==> src/hdl/wdtps_defs.svh <==
// Register offsets, field positions and reset values of the watchdog block.
// Assumes a 32-bit AHB-Lite address map with one aligned word per register.
`ifndef WDTPS_DEFS_SVH
`define WDTPS_DEFS_SVH

// Configuration byte sits at word index 0x300003; its byte address is four times that
`define WDTPS_CFG_IDX      32'h0030_0003
`define WDTPS_CFG_ADDR     (`WDTPS_CFG_IDX * 32'h0000_0004)
`define WDTPS_CTRL_ADDR    32'h0000_0000
`define WDTPS_CAUSE_ADDR   32'h0000_0004
`define WDTPS_ISTAT_ADDR   32'h0000_0008
`define WDTPS_IMASK_ADDR   32'h0000_000c

// Field positions
`define WDTPS_CFG_ON_BIT   0
`define WDTPS_PS_LSB       1
`define WDTPS_PS_MSB       3
`define WDTPS_SW_ON_BIT    0
`define WDTPS_EXPIRY_BIT   3
`define WDTPS_PWRDN_BIT    2
`define WDTPS_EV_RESET_BIT 0
`define WDTPS_EV_WAKE_BIT  1

// Reset values
`define WDTPS_CFG_RESET    4'hf
`define WDTPS_SW_RESET     1'h0
`define WDTPS_EXPIRY_RESET 1'h1
`define WDTPS_PWRDN_RESET  1'h1

// Timing counts
`define WDTPS_BASE_TICKS   16'h0400
`define WDTPS_POST_MAX     7'h7f

`endif

==> src/hdl/wdtps_pkg.sv <==
// Types shared by the watchdog block.
// Assumes the defs header is compiled alongside.
package wdtps_pkg;
  typedef enum logic [0:0] {
    WDTPS_BUS_IDLE = 1'b0,
    WDTPS_BUS_DATA = 1'b1
  } wdtps_bus_e;

  typedef logic [2:0] wdtps_ps_t;
  typedef logic [1:0] wdtps_ev_t;
endpackage

==> src/hdl/wdtps_top.sv <==
// Watchdog timer with postscaler, AHB-Lite register slave and interrupt.
// Assumes the CPU core drives the clear and sleep pulses on REF_CLK.
//
// Contract
// - Three config bits pick postscale 1:128 to 1:1
// - Config enable runs it, else software enable
// - Software cannot stop a config-enabled watchdog
// - Counts on own oscillator, also in sleep
// - Time-out while awake issues device reset
// - Time-out while asleep wakes, no reset
// - Every time-out clears the expiry flag
// - Clear or sleep restarts count and postscaler
// - Clear zeroes shared prescaler when it is assigned to the watchdog, keeps its assignment
// - Software enable is control bit0, resets 0
// - Sleep restarts watchdog, clears powerdown, sets expiry
//
// Chosen here: the AHB-Lite register port.
`timescale 1ns/100ps
`default_nettype none
`include "wdtps_defs.svh"
module wdtps_top
  import wdtps_pkg::*;
#(
  parameter int                BASE_W     = 16,
  parameter logic [BASE_W-1:0] BASE_TICKS = `WDTPS_BASE_TICKS,
  parameter logic [3:0]        CFG_INIT   = `WDTPS_CFG_RESET
) (
  // Clock and reset
  input  wire logic        REF_CLK,
  input  wire logic        RST_N,
  // Watchdog oscillator pin
  input  wire logic        WDT_OSC,
  // CPU core events
  input  wire logic        WATCHDOG_CLEAR_INSTR,
  input  wire logic        SLEEP_INSTR,
  input  wire logic        WAKE_EVENT,
  input  wire logic        PRESC_ON_WDT,
  // AHB-Lite slave
  input  wire logic        HSEL,
  input  wire logic [31:0] HADDR,
  input  wire logic [1:0]  HTRANS,
  input  wire logic        HWRITE,
  input  wire logic [2:0]  HSIZE,
  input  wire logic [31:0] HWDATA,
  input  wire logic        HREADY,
  output logic      [31:0] HRDATA,
  output logic             HREADYOUT,
  output logic             HRESP,
  // Watchdog results
  output logic             WDT_RESET,
  output logic             WDT_WAKE,
  output logic             ASLEEP,
  output logic             PRESC_CLR,
  output logic             IRQ
);

  ////////////////////////////////////////////////////////////////////////////
  localparam logic [BASE_W-1:0] ONE       = {{(BASE_W-1){1'b0}}, 1'b1};
  localparam logic [BASE_W-1:0] BASE_LAST = BASE_TICKS - ONE;

  function automatic logic [6:0] post_limit(input wdtps_ps_t sel);
    post_limit = `WDTPS_POST_MAX >> sel;
  endfunction

  wdtps_bus_e        bus_q;
  logic [31:0]       addr_q;
  logic              wr_q;
  logic [31:0]       hrdata_q;
  logic              hready_q;
  logic [3:0]        cfg_q;
  logic              cfg_lock_q;
  logic              sw_on_q;
  logic              expiry_q;
  logic              pwrdn_q;
  logic              asleep_q;
  wdtps_ev_t         ist_q;
  wdtps_ev_t         imask_q;
  logic [BASE_W-1:0] base_q;
  logic [BASE_W-1:0] base_d;
  logic [6:0]        post_q;
  logic [6:0]        post_d;
  logic              rst_out_q;
  logic              wake_out_q;
  logic              presc_clr_q;
  logic              irq_q;
  logic              osc_tick;

  ////////////////////////////////////////////////////////////////////////////
  wdtps_osc_sync u_osc_sync (
    .clk    (REF_CLK),
    .rst_n  (RST_N),
    .osc_in (WDT_OSC),
    .tick   (osc_tick)
  );

  ////////////////////////////////////////////////////////////////////////////
  // Bus decode
  wire        accept    = HSEL & HTRANS[1] & HREADY;
  wire        in_data   = (bus_q == WDTPS_BUS_DATA);
  wire        wr_fire   = in_data & wr_q;
  wire        hit_cfg   = (addr_q == `WDTPS_CFG_ADDR);
  wire        hit_ctrl  = (addr_q == `WDTPS_CTRL_ADDR);
  wire        hit_cause = (addr_q == `WDTPS_CAUSE_ADDR);
  wire        hit_istat = (addr_q == `WDTPS_ISTAT_ADDR);
  wire        hit_imask = (addr_q == `WDTPS_IMASK_ADDR);
  wire [3:0]  cause_val = {expiry_q, pwrdn_q, 2'h0};
  // Unmapped addresses read zero and ignore writes
  wire [31:0] rd_data   = hit_cfg   ? {28'h0000000, cfg_q} :
                          hit_ctrl  ? {31'h00000000, sw_on_q} :
                          hit_cause ? {28'h0000000, cause_val} :
                          hit_istat ? {30'h00000000, ist_q} :
                          hit_imask ? {30'h00000000, imask_q} :
                                      32'h0000_0000;

  // Configuration is write-once after reset, as a programmed fuse byte
  wire        cfg_wr    = wr_fire & hit_cfg & ~cfg_lock_q;
  wire        ctrl_wr   = wr_fire & hit_ctrl;
  wire        istat_wr  = wr_fire & hit_istat;
  wire        imask_wr  = wr_fire & hit_imask;

  ////////////////////////////////////////////////////////////////////////////
  // Watchdog core
  wire        cfg_on    = cfg_q[`WDTPS_CFG_ON_BIT];
  wire [2:0]  ps_sel    = cfg_q[`WDTPS_PS_MSB:`WDTPS_PS_LSB];
  wire        run       = cfg_on | sw_on_q;
  wire        restart   = WATCHDOG_CLEAR_INSTR | SLEEP_INSTR;
  wire        sleep_go  = SLEEP_INSTR & ~asleep_q;
  wire        base_end  = (base_q == BASE_LAST);
  wire        post_end  = (post_q == post_limit(ps_sel));
  wire        step      = run & osc_tick & ~restart;
  wire        expire    = step & base_end & post_end;
  wire        ev_reset  = expire & ~asleep_q;
  wire        ev_wake   = expire & asleep_q;
  wire [1:0]  events    = {ev_wake, ev_reset};

  // Stopping clears the count so a later start gets a full period
  always_comb begin
    base_d = base_q;
    post_d = post_q;
    if (restart || !run) begin
      base_d = '0;
      post_d = 7'h00;
    end else if (step) begin
      base_d = base_end ? '0 : base_q + ONE;
      if (base_end) begin
        post_d = post_end ? 7'h00 : post_q + 7'h01;
      end
    end
  end

  always_ff @(posedge REF_CLK) begin
    if (!RST_N) begin
      base_q <= '0;
      post_q <= 7'h00;
    end else begin
      base_q <= base_d;
      post_q <= post_d;
    end
  end

  ////////////////////////////////////////////////////////////////////////////
  // Sleep state, cause flags and output pulses
  always_ff @(posedge REF_CLK) begin
    if (!RST_N) begin
      asleep_q    <= 1'b0;
      expiry_q    <= `WDTPS_EXPIRY_RESET;
      pwrdn_q     <= `WDTPS_PWRDN_RESET;
      rst_out_q   <= 1'b0;
      wake_out_q  <= 1'b0;
      presc_clr_q <= 1'b0;
    end else begin
      if (sleep_go) begin
        asleep_q <= 1'b1;
      end else if (ev_wake || WAKE_EVENT) begin
        asleep_q <= 1'b0;
      end
      if (sleep_go) begin
        expiry_q <= 1'b1;
        pwrdn_q  <= 1'b0;
      end else if (expire) begin
        expiry_q <= 1'b0;
      end
      rst_out_q   <= ev_reset;
      wake_out_q  <= ev_wake;
      // Only the count is cleared; the assignment stays with the timer
      presc_clr_q <= WATCHDOG_CLEAR_INSTR & PRESC_ON_WDT;
    end
  end

  ////////////////////////////////////////////////////////////////////////////
  // Registers and interrupt
  always_ff @(posedge REF_CLK) begin
    if (!RST_N) begin
      cfg_q      <= CFG_INIT;
      cfg_lock_q <= 1'b0;
      sw_on_q    <= `WDTPS_SW_RESET;
      ist_q      <= 2'h0;
      imask_q    <= 2'h0;
      irq_q      <= 1'b0;
    end else begin
      if (cfg_wr) begin
        cfg_q      <= HWDATA[3:0];
        cfg_lock_q <= 1'b1;
      end
      if (ctrl_wr) begin
        sw_on_q <= HWDATA[`WDTPS_SW_ON_BIT];
      end
      if (imask_wr) begin
        imask_q <= HWDATA[1:0];
      end
      // A new event wins over a write-one-to-clear in the same cycle
      ist_q <= (ist_q & ~(istat_wr ? HWDATA[1:0] : 2'h0)) | events;
      irq_q <= |(ist_q & imask_q);
    end
  end

  ////////////////////////////////////////////////////////////////////////////
  // Bus slave: one wait state so read data comes from a flop
  always_ff @(posedge REF_CLK) begin
    if (!RST_N) begin
      bus_q    <= WDTPS_BUS_IDLE;
      addr_q   <= 32'h0000_0000;
      wr_q     <= 1'b0;
      hrdata_q <= 32'h0000_0000;
      hready_q <= 1'b1;
    end else begin
      case (bus_q)
        WDTPS_BUS_IDLE: begin
          if (accept) begin
            bus_q    <= WDTPS_BUS_DATA;
            addr_q   <= HADDR;
            wr_q     <= HWRITE;
            hready_q <= 1'b0;
          end
        end
        WDTPS_BUS_DATA: begin
          bus_q    <= WDTPS_BUS_IDLE;
          hready_q <= 1'b1;
          if (!wr_q) begin
            hrdata_q <= rd_data;
          end
        end
        default: begin
          bus_q    <= WDTPS_BUS_IDLE;
          hready_q <= 1'b1;
        end
      endcase
    end
  end

  assign HRDATA    = hrdata_q;
  assign HREADYOUT = hready_q;
  assign HRESP     = 1'b0;
  assign WDT_RESET = rst_out_q;
  assign WDT_WAKE  = wake_out_q;
  assign ASLEEP    = asleep_q;
  assign PRESC_CLR = presc_clr_q;
  assign IRQ       = irq_q;
endmodule
`default_nettype wire

==> src/hdl/wdtps_osc_sync.sv <==
// Samples the free-running watchdog RC oscillator and marks its rising edges.
// Assumes the oscillator is well below half the REF_CLK rate.
`timescale 1ns/100ps
`default_nettype none
module wdtps_osc_sync (
  // Clock and reset
  input  wire logic clk,
  input  wire logic rst_n,
  // Oscillator pin
  input  wire logic osc_in,
  // One-cycle pulse per oscillator rising edge
  output logic      tick
);
  logic s1_q;
  logic s2_q;
  logic s3_q;
  logic lvl_q;
  logic lvl_d;
  logic tick_q;

  // A change only counts once the second and third stages agree
  assign lvl_d = (s2_q == s3_q) ? s3_q : lvl_q;
  assign tick  = tick_q;

  always_ff @(posedge clk) begin
    if (!rst_n) begin
      s1_q   <= 1'b0;
      s2_q   <= 1'b0;
      s3_q   <= 1'b0;
      lvl_q  <= 1'b0;
      tick_q <= 1'b0;
    end else begin
      s1_q   <= osc_in;
      s2_q   <= s1_q;
      s3_q   <= s2_q;
      lvl_q  <= lvl_d;
      tick_q <= lvl_d & ~lvl_q;
    end
  end
endmodule
`default_nettype wire

==> config.mk <==
export PLATFORM = sky130hd
export DESIGN_NAME = wdtps_top
export DESIGN_NICKNAME = d
export VERILOG_FILES = /design/src/hdl/wdtps_pkg.sv /design/src/hdl/wdtps_top.sv /design/src/hdl/wdtps_osc_sync.sv
export VERILOG_INCLUDE_DIRS = /design/src /design/src/hdl
export SDC_FILE = /design/constraint.sdc
export NUM_CORES = 1
export LEC_CHECK = 0
export ABC_CLOCK_PERIOD_IN_PS = 4500
export BUFFER_PORTS_ARGS = -buffer_cell sky130_fd_sc_hd__buf_2
export CORE_MARGIN = 3
export CORE_UTILIZATION = 55
export CTS_CLUSTER_SIZE = 8
export DETAILED_ROUTE_END_ITERATION = 7
export PLACE_DENSITY_LB_ADDON = 0.25
export SYNTH_ARGS = -nofsm -noshare
export SYNTH_HDL_FRONTEND = slang
export SYNTH_SLANG_ARGS = --single-unit
==> constraint.sdc <==
create_clock -name REF_CLK -period 4.5 [get_ports REF_CLK]
set_input_delay 1.35 -clock REF_CLK [delete_from_list [all_inputs] [get_ports REF_CLK]]
set_output_delay 1.35 -clock REF_CLK [all_outputs]
set_load 0.01 [all_outputs]
---- Yosys cells after proc, flatten, opt, wreduce, memory -nomap -nowiden ----
Cells that the tools add are included.
W data, S select, Z words.
storage, ports and cells
  register bits ........................... 112
  latch bits .............................. 0
  memory bits (writable) .................. 0
  memory bits (read-only) ................. 0
  output and inout bits ................... 39
  word-level logic and storage cells ...... 91
  memories ................................ 0
cells by class
  $add $sub $neg .......................... 2
  multipliers ............................. 0
  divide/modulo/power cells ............... 0
  magnitude comparators ................... 0
  eq/ne operators ......................... 8
  shifts and indexed selects .............. 1
  mux-type cells .......................... 15
  bitwise logic cells ..................... 30
  reductions and logical operators ........ 11
operators with widths
  cell                     number
  $eq A32 B4 Y1 const B    2
  $eq A32 B24 Y1 const B   1
  $eq A32 B3 Y1 const B    1
  $logic_not A32 Y1        1
  $and A1 B1 Y1            17
  $add A16 B1 Y16 const B  1
  $eq A16 B10 Y1 const B   1
  $mux W16                 1
  $mux W4                  3
  $add A7 B1 Y7 const B    1
  $eq A7 B7 Y1             1
  $mux W7                  1
  $not A1 Y1               7
  $shr A7 B3 Y7 const A    1
  $mux W2                  3
  $reduce_and A2 Y1        3
  $reduce_or A2 Y1         3
  $mux W1                  5
  $and A2 B2 Y2            2
  $pmux W1 S2              2
  $logic_or A1 B1 Y1       2
  $ne A2 B2 Y1 const B     1
  $not A2 Y2               1
  $or A1 B1 Y1             2
  other kinds (4)          4

---- Depth between registers and ports, before layout ----
Gate-level depths: netlist of run 1.
  depth after elaboration ................. 9
  mapped depth ............................ 8

---- By module ----
From an unflattened synthesis of run 1, not the netlist that was laid out.
unflattened totals
  cells, all modules ...................... 451
  area, all modules ....................... 3,744.8 um2
by module, submodules not included
  module          instances  cells an instance  area an instance (um2)
  wdtps_top       1          439                3,595.9
  wdtps_osc_sync  1          12                 148.9

---- Worst setup path before layout of run 1 ----
OpenSTA, ideal clock, no wires.
  path type ............................... input-to-reg
  start point ............................. input SLEEP_INSTR
  end point ............................... register expiry_q
  library setup time ...................... 0.122 ns
  arrival time ............................ 2.728 ns
  slack ................................... 1.651 ns
  stages on the path ...................... 6
  cells stage by stage .................... nor2_2 > and3_1 > buf_2 > nand3_4 > or4_4 > a221o_1
between the ends
  word-level cells in the longest chain between the ends .. 5
  elaborated cells on any way between the ends .. 7
ends and longest elaborated chain
  item                        RTL line          text
  start, declared             wdtps_top.sv:35   input wire logic SLEEP_INSTR,
  $or A1 B1 Y1                wdtps_top.sv:126  wire restart = WATCHDOG_CLEAR_INSTR | SLEEP_INSTR;
  $not A1 Y1                  wdtps_top.sv:130  wire step = run & osc_tick & ~restart;
  $and A1 B1 Y1               wdtps_top.sv:130
  $and A1 B1 Y1 (2 in a row)  wdtps_top.sv:131  wire expire = step & base_end & post_end;
  end signal, assigned        wdtps_top.sv:166  expiry_q <= `WDTPS_EXPIRY_RESET;
  end, declared               wdtps_top.sv:73   logic expiry_q;
Several ways; a longest one is shown, not always the timed one.
A chain may end at the register's enable or synchronous reset.

---- Final worst setup path of run 1 ----
Same ends and word-level chain as after synthesis.

==> tab_implementation.tex, run 1 <==
\begin{tabular}{lr}
\hline
Metric & Value \\
\hline
\multicolumn{2}{l}{\textbf{Status}} \\
\quad Run status & completed \\
\multicolumn{2}{l}{\textbf{Run}} \\
\quad Max-cap viol count & 0 \\
\multicolumn{2}{l}{\textbf{Power}} \\
\quad Internal portion of total power & 1.06 mW \\
\quad Combinational share of power & 0.069 \\
\quad Clock share of power & 0.384 \\
\quad Switching Fraction & 0.241 \\
\quad Power per cell area & 334 nW/um2 \\
\quad Seq pwr share & 0.547 \\
\quad Leakage power of the design & 1.58 nW \\
\quad Switching power total & 338 uW \\
\quad Worst vdd ir & 0.000203 V \\
\multicolumn{2}{l}{\textbf{Routing}} \\
\quad Detailed-router iteration count before antenna repair & 4 \\
\quad Drc violations & 0 \\
\quad Per-cell routed wire length & 13.3 um \\
\quad Overall routed net length & 7770 um \\
\quad Number of vias in the routed layout & 3202 \\
\quad Drt initial violations & 135 \\
\quad Post-DRT Antenna Nets & 0 \\
\quad Vias per cell & 5.46 \\
\multicolumn{2}{l}{\textbf{Clocking}} \\
\quad Clk Latency, worst-skew pair & 360 ps \\
\quad Post-cts repair resize count & 0 \\
\quad Postcts setup bufs & 0 \\
\quad Count of hold-fix buffers inserted at cts & 0 \\
\quad \# clock sinks & 84 \\
\quad Buffer cell driving the clock tree root & sky130\_fd\_sc\_hd\_\_clkbuf\_8 \\
\quad CTS buffer count & 9 \\
\quad TritonCTS clock tree & built \\
\quad Clock transition at the register clock pins on the worst setup and hold paths after CTS & 80 ps \\
\quad Longest Clk Path Bufs & 2 \\
\quad H-Tree Depth & 3 \\
\multicolumn{2}{l}{\textbf{Setup path}} \\
\quad Setup crit end kind & flip-flop \\
\quad Crit path arrival time & 3010 ps \\
\quad Worst-path maximum fanout & 8 \\
\quad Crit path buf inv count & 1 \\
\quad Crit path kind & in2reg \\
\quad Critical path's largest stage delay & 500 ps \\
\quad Critical Path RT & 4740 ps \\
\quad Kind of cell adding the most delay to the critical path & simple AND/OR/NAND/NOR gates \\
\quad Sort of element at the start of the critical path & primary input \\
\quad Slowest CP cell & sky130\_fd\_sc\_hd\_\_or4\_4 \\
\quad Ordered cell list for the critical path & buf\_2 -> nor2\_2 -> and3\_1 -> nand3\_4 -> or4\_4 -> a221o\_1 \\
\multicolumn{2}{l}{\textbf{Logic synthesis}} \\
\quad Primary flip-flop cell chosen by synthesis mapping & sky130\_fd\_sc\_hd\_\_dfxtp\_1 \\
\quad YS warnings & 0 \\
\quad Synthesized area & 3800 um2 \\
\quad Async set-reset flop share out of synthesis & 0 \\
\quad Cell count after synthesis & 458 \\
\quad Cell accounting for the most synthesized area & sky130\_fd\_sc\_hd\_\_dfxtp\_1 \\
\quad Number of flip-flops and latches in the synthesized netlist & 84 \\
\quad Area contributors post-synth & sky130\_fd\_sc\_hd\_\_dfxtp\_1 (44\%), sky130\_fd\_sc\_hd\_\_nand2\_1 (9.1\%), sky130\_fd\_sc\_hd\_\_buf\_4 (5.9\%) \\
\quad Post-synthesis sequential area ratio & 0.443 \\
\quad Average cell area after synthesis & 8.29 um2 \\
\quad Number of distinct library cells after synthesis & 55 \\
\quad Number of enable flip-flop cells after synthesis & 0 \\
\quad Area fraction of the dominant cell type after synthesis & 0.443 \\
\multicolumn{2}{l}{\textbf{Final layout}} \\
\quad Fraction of layout instances using a drive strength above 1 & 0.173 \\
\quad Layout overhead on the synthesized area & 10.2\% \\
\quad \# fillers & 573 \\
\quad Most frequent cells in the layout & sky130\_fd\_sc\_hd\_\_nand2\_1 (92), sky130\_fd\_sc\_hd\_\_dfxtp\_1 (84), sky130\_fd\_sc\_hd\_\_buf\_2 (56) \\
\quad Total Nets Final & 585 \\
\quad Count of non-filler cells in the finished layout & 586 \\
\quad ANT cells & 0 \\
\quad Commonest non-fill, non-tap cell in the layout & sky130\_fd\_sc\_hd\_\_nand2\_1 \\
\multicolumn{2}{l}{\textbf{STA}} \\
\quad Worst slew slack as a fraction of its limit & 0.256 \\
\quad Count of final hold-check violations & 0 \\
\quad Share of the clock period used by the worst path & 0.615 \\
\quad Final Setup Violations & 0 \\
\quad Final-layout setup total negative slack & 0 ps \\
\quad Post-layout minimum cycle time & 2770 ps \\
\quad RSZ-0062 raised after global routing & false \\
\quad Max frequency & 362 MHz \\
\quad Fin Clk Skew & 10.3 ps \\
\quad Max-slew violation count & 0 \\
\quad Tightest Pin Transition & 1120 ps \\
\multicolumn{2}{l}{\textbf{Floorplan}} \\
\quad Placeable core region & 6530 um2 \\
\quad Number of top-level pins & 118 \\
\quad Horizontal die dimension & 89.1 um \\
\quad Starting density of the core & 0.581 \\
\quad Site Rows & 29 \\
\quad Vert. Die Dim & 89.1 um \\
\quad DIE AREA & 7940 um2 \\
\multicolumn{2}{l}{\textbf{Placed design}} \\
\quad Final estimated routing congestion in global placement & 0.841 \\
\quad Port Buffer Count & 56 \\
\quad Placed Cells incl. Taps & 570 \\
\quad Placed wire-length estimate after detailed placement & 5530 um \\
\multicolumn{2}{l}{\textbf{Global routing}} \\
\quad Initial antenna violation count & 0 \\
\quad Wire length of the first global-routing pass & 12900 um \\
\quad Number of global-route vias before repair & 2900 \\
\quad Total grt overflow & 0 \\
\quad GRT Util Overall & 0.207 \\
\quad Pin count of the biggest net entering global routing & 46 \\
\multicolumn{2}{l}{\textbf{Worst hold path}} \\
\quad Class of the most critical hold timing path & reg2reg \\
\hline
\end{tabular}
==> worst paths after layout <==
check	start	to	slack, ps	cells past startpoint
max	SLEEP_INSTR	expiry_q	1730	6
min	u_osc_sync.lvl_q	u_osc_sync.tick	410	1
max reg2reg	base_q[0]	expiry_q	2350	6
min reg2reg	u_osc_sync.lvl_q	u_osc_sync.tick	410	1
==> final cells by class <==
cell class | count | area (um2) | share of cell area
Multi-Input combinational cell | 341 | 1870 | 0.448
Sequential cell | 84 | 1680 | 0.402
Timing Repair Buffer | 57 | 288 | 0.0688
Clock buffer | 11 | 141 | 0.0338
Tap cell | 77 | 96.3 | 0.0230
Clock inverter | 5 | 61.3 | 0.0147
Inverter | 11 | 41.3 | 0.00987
==> metrics by stage <==
step	util	hold slack [ps]	total power [mW]	area [um2]	setup WS [ps]
floorplan	-	390	0.860	3900	1650
global placement	0.610	398	0.876	3980	1390
detailed placement	0.610	407	0.878	3980	1370
CTS	0.641	414	1.41	4180	1740
global route	0.641	443	1.46	4180	1670
finish	0.641	411	1.40	4180	1730
==> cells in the mapped netlist (3+ instances only) <==
cell and instances:
sky130_fd_sc_hd__buf_4 30, sky130_fd_sc_hd__nand2_1 92, sky130_fd_sc_hd__a31oi_1 3, sky130_fd_sc_hd__clkbuf_1 17, sky130_fd_sc_hd__nor4_1 10, sky130_fd_sc_hd__buf_2 3
sky130_fd_sc_hd__xnor2_1 13, sky130_fd_sc_hd__nor3_1 21, sky130_fd_sc_hd__mux2i_1 4, sky130_fd_sc_hd__and3_1 7, sky130_fd_sc_hd__nand3_1 13, sky130_fd_sc_hd__a21oi_1 41
sky130_fd_sc_hd__nand4b_1 3, sky130_fd_sc_hd__o211ai_1 3, sky130_fd_sc_hd__nand2b_1 3, sky130_fd_sc_hd__dfxtp_1 84, sky130_fd_sc_hd__o21ai_0 9, sky130_fd_sc_hd__xor2_1 7
sky130_fd_sc_hd__inv_1 9, sky130_fd_sc_hd__nand4_1 12, sky130_fd_sc_hd__and2_1 8, sky130_fd_sc_hd__nor2_1 27
==> layer usage <==
layer / up-vias / global-route usage / part of all wire
met1: 1456 / 0.261 / 0.45
met5: - / 0 / 0
met2: 122 / 0.340 / 0.47
met3: 6 / 0.0664 / 0.074
met4: 0 / 0.0609 / 0.0073
li1: 1618 / - / -
==> cells by family (layout without fill, tap and decap cells) <==
group,after synthesis,after routing,synth area share
adder cells (fa/ha/maj),3,3,0.00923
XOR/XNOR,20,20,0.0461
AND/OR/NAND/NOR,213,213,0.285
AO/OA/AOI/OAI,71,71,0.111
buffers and inverters,61,84,0.0910
multiplexers,5,5,0.0135
other,1,29,0.000988
flip-flops,84,84,0.443
==> state kept, by name, indices dropped and copies added, names as in the netlist, 2 cells and up <==
signal / flops
addr_q: 32
cfg_q: 4
imask_q: 2
post_q: 7
ist_q: 2
HRDATA: 4
base_q: 16
==> power groups by stage <==
stage / Combinational [mW] / Clock, mW / Sequential (mW)
floorplan: 0.0776 / 0 / 0.782
global placement: 0.0926 / 0 / 0.783
detailed placement: 0.0946 / 0 / 0.783
CTS: 0.0950 / 0.549 / 0.766
global route: 0.108 / 0.583 / 0.768
finish: 0.0959 / 0.538 / 0.766
==> worst reg2reg max path: stages (launching register included) <==
cell                      delay (ps)
sky130_fd_sc_hd__dfxtp_1         380
sky130_fd_sc_hd__ha_1            230
sky130_fd_sc_hd__nor4b_4         230
sky130_fd_sc_hd__and4_4          300
sky130_fd_sc_hd__nand3_4          90
sky130_fd_sc_hd__or4_4           500
sky130_fd_sc_hd__a221o_1         300
No activity file was read; power rests on OpenSTA's default activity.
==> inputs of run 2 (changes only) <==
--- a/config.mk
+++ b/config.mk
@@ -6,10 +6,10 @@
 export SDC_FILE = /design/constraint.sdc
 export NUM_CORES = 1
 export LEC_CHECK = 0
-export ABC_CLOCK_PERIOD_IN_PS = 4500
+export ABC_CLOCK_PERIOD_IN_PS = 2800
 export BUFFER_PORTS_ARGS = -buffer_cell sky130_fd_sc_hd__buf_2
 export CORE_MARGIN = 3
-export CORE_UTILIZATION = 55
+export CORE_UTILIZATION = 51
 export CTS_CLUSTER_SIZE = 8
 export DETAILED_ROUTE_END_ITERATION = 7
 export PLACE_DENSITY_LB_ADDON = 0.25
==> constraint.sdc (replaced) <==
create_clock -name REF_CLK -period 2.8 [get_ports REF_CLK]
set_input_delay 0.84 -clock REF_CLK [delete_from_list [all_inputs] [get_ports REF_CLK]]
set_output_delay 0.84 -clock REF_CLK [all_outputs]
set_load 0.01 [all_outputs]
==> run 2 against run 1 <==
  * Die area rose by 7.3%
  * Setup slack worse by 1100 ps
  * Power rose by 67%
  * Sequential power rose by 61%
==> tab_implementation.tex, run 2 (same netlist as run 1, synthesis figures left out) <==
\begin{tabular}{lr}
\hline
Metric & Value \\
\hline
\multicolumn{2}{l}{\textbf{Floorplan}} \\
\quad Placeable core region & 7020 um2 (+7.5\%) \\
\quad Horizontal die dimension & 92.3 um (+3.6\%) \\
\quad Starting density of the core & 0.541 (-0.0404) \\
\quad Vert. Die Dim & 92.3 um (+3.6\%) \\
\quad Number of top-level pins & 118 (unchanged) \\
\quad DIE AREA & 8510 um2 (+7.3\%) \\
\quad Site Rows & 30 (+3.4\%) \\
\multicolumn{2}{l}{\textbf{Final layout}} \\
\quad Layout Cell Area excl Fill & 4260 um2 (+1.8\%) \\
\quad Total area of multi-input combinational cells & 1870 um2 (unchanged) \\
\quad Register with the highest flop count & addr\_q \\
\quad Most frequent cells in the layout & sky130\_fd\_sc\_hd\_\_nand2\_1 (92), sky130\_fd\_sc\_hd\_\_dfxtp\_1 (84), sky130\_fd\_sc\_hd\_\_buf\_2 (56) \\
\quad Total Nets Final & 589 (+0.68\%) \\
\quad Layout overhead on the synthesized area & 12.2\% \\
\quad Fraction of layout instances using a drive strength above 1 & 0.181 (+0.00840) \\
\quad \# fillers & 648 (+13\%) \\
\quad ANT cells & 0 (unchanged) \\
\quad Count of non-filler cells in the finished layout & 609 (+3.9\%) \\
\quad Total area of sequential cells & 1680 um2 (unchanged) \\
\quad Largest registers in the final layout & addr\_q (32), base\_q (16), post\_q (7) \\
\quad Commonest non-fill, non-tap cell in the layout & sky130\_fd\_sc\_hd\_\_nand2\_1 \\
\quad Max reg flops & 32 (unchanged) \\
\multicolumn{2}{l}{\textbf{Clocking}} \\
\quad Clk Latency, worst-skew pair & 350 ps (about the same) \\
\quad Postcts setup bufs & 0 (unchanged) \\
\quad \# clock sinks & 84 (unchanged) \\
\quad Longest Clk Path Bufs & 2 (unchanged) \\
\quad Post-cts repair resize count & 0 (unchanged) \\
\quad CTS buffer count & 9 (unchanged) \\
\quad Clock transition at the register clock pins on the worst setup and hold paths after CTS & 80 ps (about the same) \\
\quad H-Tree Depth & 3 (unchanged) \\
\quad Count of hold-fix buffers inserted at cts & 0 (unchanged) \\
\quad Buffer cell driving the clock tree root & sky130\_fd\_sc\_hd\_\_clkbuf\_8 \\
\quad TritonCTS clock tree & built \\
\multicolumn{2}{l}{\textbf{Global routing}} \\
\quad GRT Util Overall & 0.185 (-0.0220) \\
\quad GR Layer Usage met1 & 0.249 (-0.0116) \\
\quad Met3 usage in global routing & 0.0394 (-0.0270) \\
\quad Total grt overflow & 0 (unchanged) \\
\quad Initial antenna violation count & 0 (unchanged) \\
\quad Wire length of the first global-routing pass & 12800 um (-0.91\%) \\
\quad Highest-utilization routing layer at the global route stage & met2 \\
\quad Pin count of the biggest net entering global routing & 35 (-24\%) \\
\quad Met2 routing resource usage after global routing & 0.291 (-0.0488) \\
\quad Number of global-route vias before repair & 2810 (-3.1\%) \\
\multicolumn{2}{l}{\textbf{Power}} \\
\quad Leakage power of the design & 1.63 nW (+2.9\%) \\
\quad Worst vdd ir & 0.000275 V (+36\%) \\
\quad Post-route total power & 2.34 mW (+67\%) \\
\quad Power per cell area & 549 nW/um2 (+64\%) \\
\multicolumn{2}{l}{\textbf{STA}} \\
\quad Final Setup Violations & 0 (unchanged) \\
\quad Fin Clk Skew & 7.22 ps (-3.09 ps) \\
\quad RSZ-0062 raised after global routing & false \\
\quad Post-layout minimum cycle time & 2180 ps \\
\quad Count of final hold-check violations & 0 (unchanged) \\
\quad Tightest Pin Transition & 650 ps (-465 ps) \\
\quad Final-layout setup total negative slack & 0 ps (unchanged) \\
\quad Share of the clock period used by the worst path & 0.780 \\
\quad Max-slew violation count & 0 (unchanged) \\
\quad Worst slew slack as a fraction of its limit & 0.560 (+0.304) \\
\quad Max frequency & 458 MHz \\
\multicolumn{2}{l}{\textbf{Run}} \\
\quad Max-cap viol count & 0 (unchanged) \\
\multicolumn{2}{l}{\textbf{Routing}} \\
\quad Per-cell routed wire length & 12.9 um (-2.6\%) \\
\quad Overall routed net length & 7870 um (+1.3\%) \\
\quad Vias per cell & 5.16 (-5.6\%) \\
\quad Drc violations & 0 (unchanged) \\
\quad Post-DRT Antenna Nets & 0 (unchanged) \\
\quad Drt initial violations & 152 (+13\%) \\
\quad Detailed-router iteration count before antenna repair & 4 (unchanged) \\
\quad Number of vias in the routed layout & 3140 (-1.9\%) \\
\multicolumn{2}{l}{\textbf{Setup path}} \\
\quad Worst-path maximum fanout & 5 (-3) \\
\quad Crit path arrival time & 2420 ps (-590 ps) \\
\quad Crit path kind & reg2reg \\
\quad Setup crit end kind & flip-flop \\
\quad Critical Path RT & 3040 ps (-1700 ps) \\
\quad Sort of element at the start of the critical path & flip-flop \\
\multicolumn{2}{l}{\textbf{Placed design}} \\
\quad Area after detailed placement & 4040 um2 (+1.4\%) \\
\quad Final estimated routing congestion in global placement & 0.843 (+0.20\%) \\
\quad Placed Cells incl. Taps & 593 (+4.0\%) \\
\quad Placed wire-length estimate after detailed placement & 5690 um (+2.9\%) \\
\quad Port Buffer Count & 56 (unchanged) \\
\multicolumn{2}{l}{\textbf{Worst hold path}} \\
\quad Class of the most critical hold timing path & reg2reg \\
\multicolumn{2}{l}{\textbf{Status}} \\
\quad Run status & completed \\
\hline
\end{tabular}
## run 2: changes by cell type in the layout (fill, tap and decap cells not counted)
cell	before	now
sky130_fd_sc_hd__clkinv_2	0	2
sky130_fd_sc_hd__clkinv_4	1	2
sky130_fd_sc_hd__bufinv_16	1	2
sky130_fd_sc_hd__clkbuf_1	1	0
sky130_fd_sc_hd__clkinvlp_4	3	0
sky130_fd_sc_hd__buf_4	1	5
## run 2: through the flow
| stage | worst slack [ps] | utilization | hold WS [ps] |
|---|---|---|---|
| after floorplan | 461 | - | 390 |
| after global placement | 326 | 0.575 | 397 |
| after global routing | 411 | 0.607 | 436 |
| after CTS | 613 | 0.607 | 416 |
| final | 617 | 0.607 | 421 |
| after detailed placement | 309 | 0.575 | 405 |
## run 2: worst paths after layout
kind	endpoint	depth (start not counted)	from	slack [ps]
setup / recovery	expiry_q	6	base_q[0]	620
hold / removal	u_osc_sync.tick	1	u_osc_sync.lvl_q	420
setup reg to reg	expiry_q	6	base_q[0]	620
hold reg to reg	u_osc_sync.tick	1	u_osc_sync.lvl_q	420
## run 2: final cells by class
type,instances,share of cell area
multi-input combinational,341,0.440
sequential,84,0.395
timing repair buffer,61,0.0746
clock buffer,10,0.0323
tap,96,0.0282
clock inverter,6,0.0206
inverter,11,0.00969
## run 2: where the power goes
part           total [mW]  leakage, nW  internal [mW]  switching [mW]
logic               0.155        0.829         0.0547           0.101
registers            1.23        0.681           1.22          0.0146
clock network       0.954        0.116          0.527           0.427
## run 2: per-layer routing
layer | wire [um] | part of all wire
met5 | 0 | 0
met4 | 110 | 0.014
met3 | 446 | 0.057
met2 | 3680 | 0.47
met1 | 3630 | 0.46
## run 2: worst max-delay path: stages, from the launching register on
cell and delay [ps]:
sky130_fd_sc_hd__dfxtp_1 390, sky130_fd_sc_hd__ha_1 240, sky130_fd_sc_hd__nor4b_4 240, sky130_fd_sc_hd__and4_4 310
sky130_fd_sc_hd__nand3_4 90, sky130_fd_sc_hd__or4_4 510, sky130_fd_sc_hd__a221o_1 300
==> inputs of run 3 (changes only) <==
--- a/config.mk
+++ b/config.mk
@@ -6,10 +6,10 @@
 export SDC_FILE = /design/constraint.sdc
 export NUM_CORES = 1
 export LEC_CHECK = 0
-export ABC_CLOCK_PERIOD_IN_PS = 2800
+export ABC_CLOCK_PERIOD_IN_PS = 1900
 export BUFFER_PORTS_ARGS = -buffer_cell sky130_fd_sc_hd__buf_2
 export CORE_MARGIN = 3
-export CORE_UTILIZATION = 51
+export CORE_UTILIZATION = 46
 export CTS_CLUSTER_SIZE = 8
 export DETAILED_ROUTE_END_ITERATION = 7
 export PLACE_DENSITY_LB_ADDON = 0.25
==> constraint.sdc (replaced) <==
create_clock -name REF_CLK -period 1.9 [get_ports REF_CLK]
set_input_delay 0.57 -clock REF_CLK [delete_from_list [all_inputs] [get_ports REF_CLK]]
set_output_delay 0.57 -clock REF_CLK [all_outputs]
set_load 0.01 [all_outputs]
==> run 3 against run 2 <==
  * The run now ends with setup timing left
  * Setup slack got worse by 620 ps
  * Sequential share of layout area fell by 2.7 points
  * Register-to-register slack got worse by 620 ps
  * Critical path depth did not move
  * Utilization fell by 2.2 points
  * Count of clock-buffer cells in the layout fell by 1
  * Power rose by 37%
  * Clock power rose by 19%
  * Sequential power rose by 47%
  * Flip-flop and latch count did not move
  * Cell count rose by 7.2%
  * Maximum frequency rose by 15%
  * Highest routed layer unchanged
==> tab_implementation.tex, run 3 (same netlist as run 1, synthesis figures left out) <==
\begin{tabular}{lr}
\hline
Metric & Value \\
\hline
\multicolumn{2}{l}{\textbf{Status}} \\
\quad Run status & finished with violations \\
\quad Failing checks & setup timing \\
\multicolumn{2}{l}{\textbf{STA}} \\
\quad Hold Worst Slack & 432 ps (+10.6 ps) \\
\quad Minimum setup slack in the final design & -1.50 ps (-619 ps) \\
\quad Post-layout minimum cycle time & 1900 ps (-281 ps) \\
\quad Max-slew violation count & 0 (unchanged) \\
\quad Fin Clk Skew & 10.1 ps (+2.84 ps) \\
\quad Max frequency & 526 MHz (+15\%) \\
\quad Final Setup Violations & 1 (+1) \\
\quad Share of the clock period used by the worst path & 1.00 (+0.221) \\
\quad Count of final hold-check violations & 0 (unchanged) \\
\quad RSZ-0062 raised after global routing & true \\
\multicolumn{2}{l}{\textbf{Floorplan}} \\
\quad Starting density of the core & 0.481 (-0.0595) \\
\quad Site Rows & 32 (+6.7\%) \\
\quad Number of top-level pins & 118 (unchanged) \\
\quad DIE AREA & 9380 um2 (+10\%) \\
\quad Placeable core region & 7890 um2 (+12\%) \\
\quad Vert. Die Dim & 96.8 um (+5.0\%) \\
\quad Horizontal die dimension & 96.8 um (+5.0\%) \\
\multicolumn{2}{l}{\textbf{Setup path}} \\
\quad Slowest CP cell & sky130\_fd\_sc\_hd\_\_or4\_4 \\
\quad R2R cell count & 6 (unchanged) \\
\quad Worst-path maximum fanout & 3 (-2) \\
\quad Sort of element at the start of the critical path & flip-flop \\
\quad Startpoint of the most critical register-to-register path & base\_q[1] \\
\quad Critical path's largest stage delay & 450 ps (-60 ps) \\
\quad Ordered cell list for the critical path & ha\_4 -> nor4b\_4 -> and4\_4 -> nand3\_4 -> or4\_4 -> a221o\_1 \\
\quad Crit path arrival time & 2140 ps (-280 ps) \\
\quad Setup crit end kind & flip-flop \\
\quad Crit path kind & reg2reg \\
\quad Setup slack of the most critical reg-to-reg path & -1 ps (-620 ps) \\
\quad R2r endpoint & expiry\_q \\
\quad Critical Path RT & 2140 ps (-900 ps) \\
\multicolumn{2}{l}{\textbf{Worst hold path}} \\
\quad Hold Path Depth & 1 (unchanged) \\
\quad Worst Hold Launch & u\_osc\_sync.s1\_q \\
\quad End of the worst hold path & u\_osc\_sync.s2\_q \\
\quad Class of the most critical hold timing path & reg2reg \\
\multicolumn{2}{l}{\textbf{Routing}} \\
\quad Vias per cell & 5.10 (-1.2\%) \\
\quad Metal2 WL & 4000 um (+8.7\%) \\
\quad Post-DRT Antenna Nets & 0 (unchanged) \\
\quad Number of vias in the routed layout & 3328 (+6.0\%) \\
\quad Drc violations & 0 (unchanged) \\
\quad Overall routed net length & 8440 um (+7.2\%) \\
\quad Per-cell routed wire length & 12.9 um (about the same) \\
\quad Met3 routed wirelength & 443 um (-0.67\%) \\
\quad Highest routed layer & met4 \\
\quad Length of routed wiring on met1 & 3880 um (+6.9\%) \\
\quad Detailed-router iteration count before antenna repair & 4 (unchanged) \\
\quad Drt initial violations & 120 (-21\%) \\
\multicolumn{2}{l}{\textbf{Final layout}} \\
\quad Total Nets Final & 627 (+6.5\%) \\
\quad Commonest non-fill, non-tap cell in the layout & sky130\_fd\_sc\_hd\_\_nand2\_1 \\
\quad Register with the highest flop count & addr\_q \\
\quad Largest registers in the final layout & addr\_q (32), base\_q (16), post\_q (7) \\
\quad Max reg flops & 32 (unchanged) \\
\quad Fraction of layout instances using a drive strength above 1 & 0.272 (+0.0909) \\
\quad Most frequent cells in the layout & sky130\_fd\_sc\_hd\_\_nand2\_1 (92), sky130\_fd\_sc\_hd\_\_dfxtp\_1 (78), sky130\_fd\_sc\_hd\_\_buf\_2 (56) \\
\quad ANT cells & 0 (unchanged) \\
\quad Count of non-filler cells in the finished layout & 653 (+7.2\%) \\
\quad Layout overhead on the synthesized area & 21.5\% \\
\multicolumn{2}{l}{\textbf{Clocking}} \\
\quad \# clock sinks & 84 (unchanged) \\
\quad Clock transition at the register clock pins on the worst setup and hold paths after CTS & 90 ps (about the same) \\
\quad H-Tree Depth & 3 (unchanged) \\
\quad Clk Latency, worst-skew pair & 350 ps (about the same) \\
\quad TritonCTS clock tree & built \\
\quad Count of hold-fix buffers inserted at cts & 0 (unchanged) \\
\quad Longest Clk Path Bufs & 2 (unchanged) \\
\quad Buffer cell driving the clock tree root & sky130\_fd\_sc\_hd\_\_clkbuf\_8 \\
\quad CTS buffer count & 9 (unchanged) \\
\multicolumn{2}{l}{\textbf{Global routing}} \\
\quad GRT Util Overall & 0.178 (-0.00739) \\
\quad Number of global-route vias before repair & 3165 (+13\%) \\
\quad Initial antenna violation count & 0 (unchanged) \\
\quad Pin count of the biggest net entering global routing & 35 (unchanged) \\
\quad Total grt overflow & 0 (unchanged) \\
\quad Wire length of the first global-routing pass & 14100 um (+10\%) \\
\multicolumn{2}{l}{\textbf{Power}} \\
\quad Leakage power of the design & 1.81 nW (+11\%) \\
\quad Power per cell area & 698 nW/um2 (+27\%) \\
\quad Worst vdd ir & 0.000356 V (+30\%) \\
\multicolumn{2}{l}{\textbf{Placed design}} \\
\quad Final estimated routing congestion in global placement & 0.847 (+0.55\%) \\
\quad Port Buffer Count & 56 (unchanged) \\
\quad Placed Cells incl. Taps & 636 (+7.3\%) \\
\quad Placed wire-length estimate after detailed placement & 6320 um (+11\%) \\
\multicolumn{2}{l}{\textbf{Run}} \\
\quad Max-cap viol count & 0 (unchanged) \\
\hline
\end{tabular}
[run 3: what timing repair did]
| action | in CTS | in global routing |
|---|---|---|
| gates cloned | 0 | 0 |
| resized for setup | 5 | 16 |
| setup endpoints to repair | 3 | 12 |
| pin swaps | 1 | 3 |
| buffers inserted | 0 | 1 |
[run 3: worst max-delay path, delay by kind of cell (launching register included)]
| kind | cells | cell delay [ps] |
|---|---|---|
| AND/OR/NAND/NOR | 4 | 990 |
| flip-flops | 1 | 360 |
| AO/OA/AOI/OAI | 1 | 310 |
| adder cells (fa/ha/maj) | 1 | 140 |
[run 3: stage by stage]
step           worst slack [ps]  power, mW  TNS, ps  instance area [um2]  utilization
6_report                  -1.50       3.22    -1.50                 4610        0.585
5_1_grt                   -77.4       3.35    -97.4                 4610        0.585
4_1_cts                   -4.30       3.24    -4.30                 4540        0.575
3_5_place_dp              -67.9       2.11     -172                 4360        0.553
3_3_place_gp              -35.4       2.10    -43.6                 4360        0.553
2_1_floorplan             -23.5       2.04    -23.5                 3920            -
[run 3: per-layer routing]
layer / GRT usage / vias up
met3: 0.0339 / 10
met4: 0.0616 / 0
met1: 0.231 / 1528
li1: - / 1699
met5: 0 / -
met2: 0.294 / 91
[run 3: layout make-up]
cell class,instances,area [um2]
multi-input combinational,341,1950
clock buffer,9,124
tap,102,128
fill,732,3280
clock inverter,7,50.0
timing repair buffer,99,628
inverter,11,41.3
sequential,84,1690
[run 3: worst max-delay path by stage]
stage,start,to,depth (start not counted)
finish,base_q[1],expiry_q,6
global route,base_q[1],expiry_q,6
global placement,WATCHDOG_CLEAR_INSTR,expiry_q,6
floorplan,WATCHDOG_CLEAR_INSTR,expiry_q,6
CTS,base_q[1],WDT_RESET,6
detailed placement,cfg_q[2],expiry_q,5
[run 3: where the power goes]
part,internal (mW),switching (mW),leakage (nW)
Clock,0.479,0.666,0.0820
Sequential,1.79,0.0215,0.681
Combinational,0.101,0.160,1.05
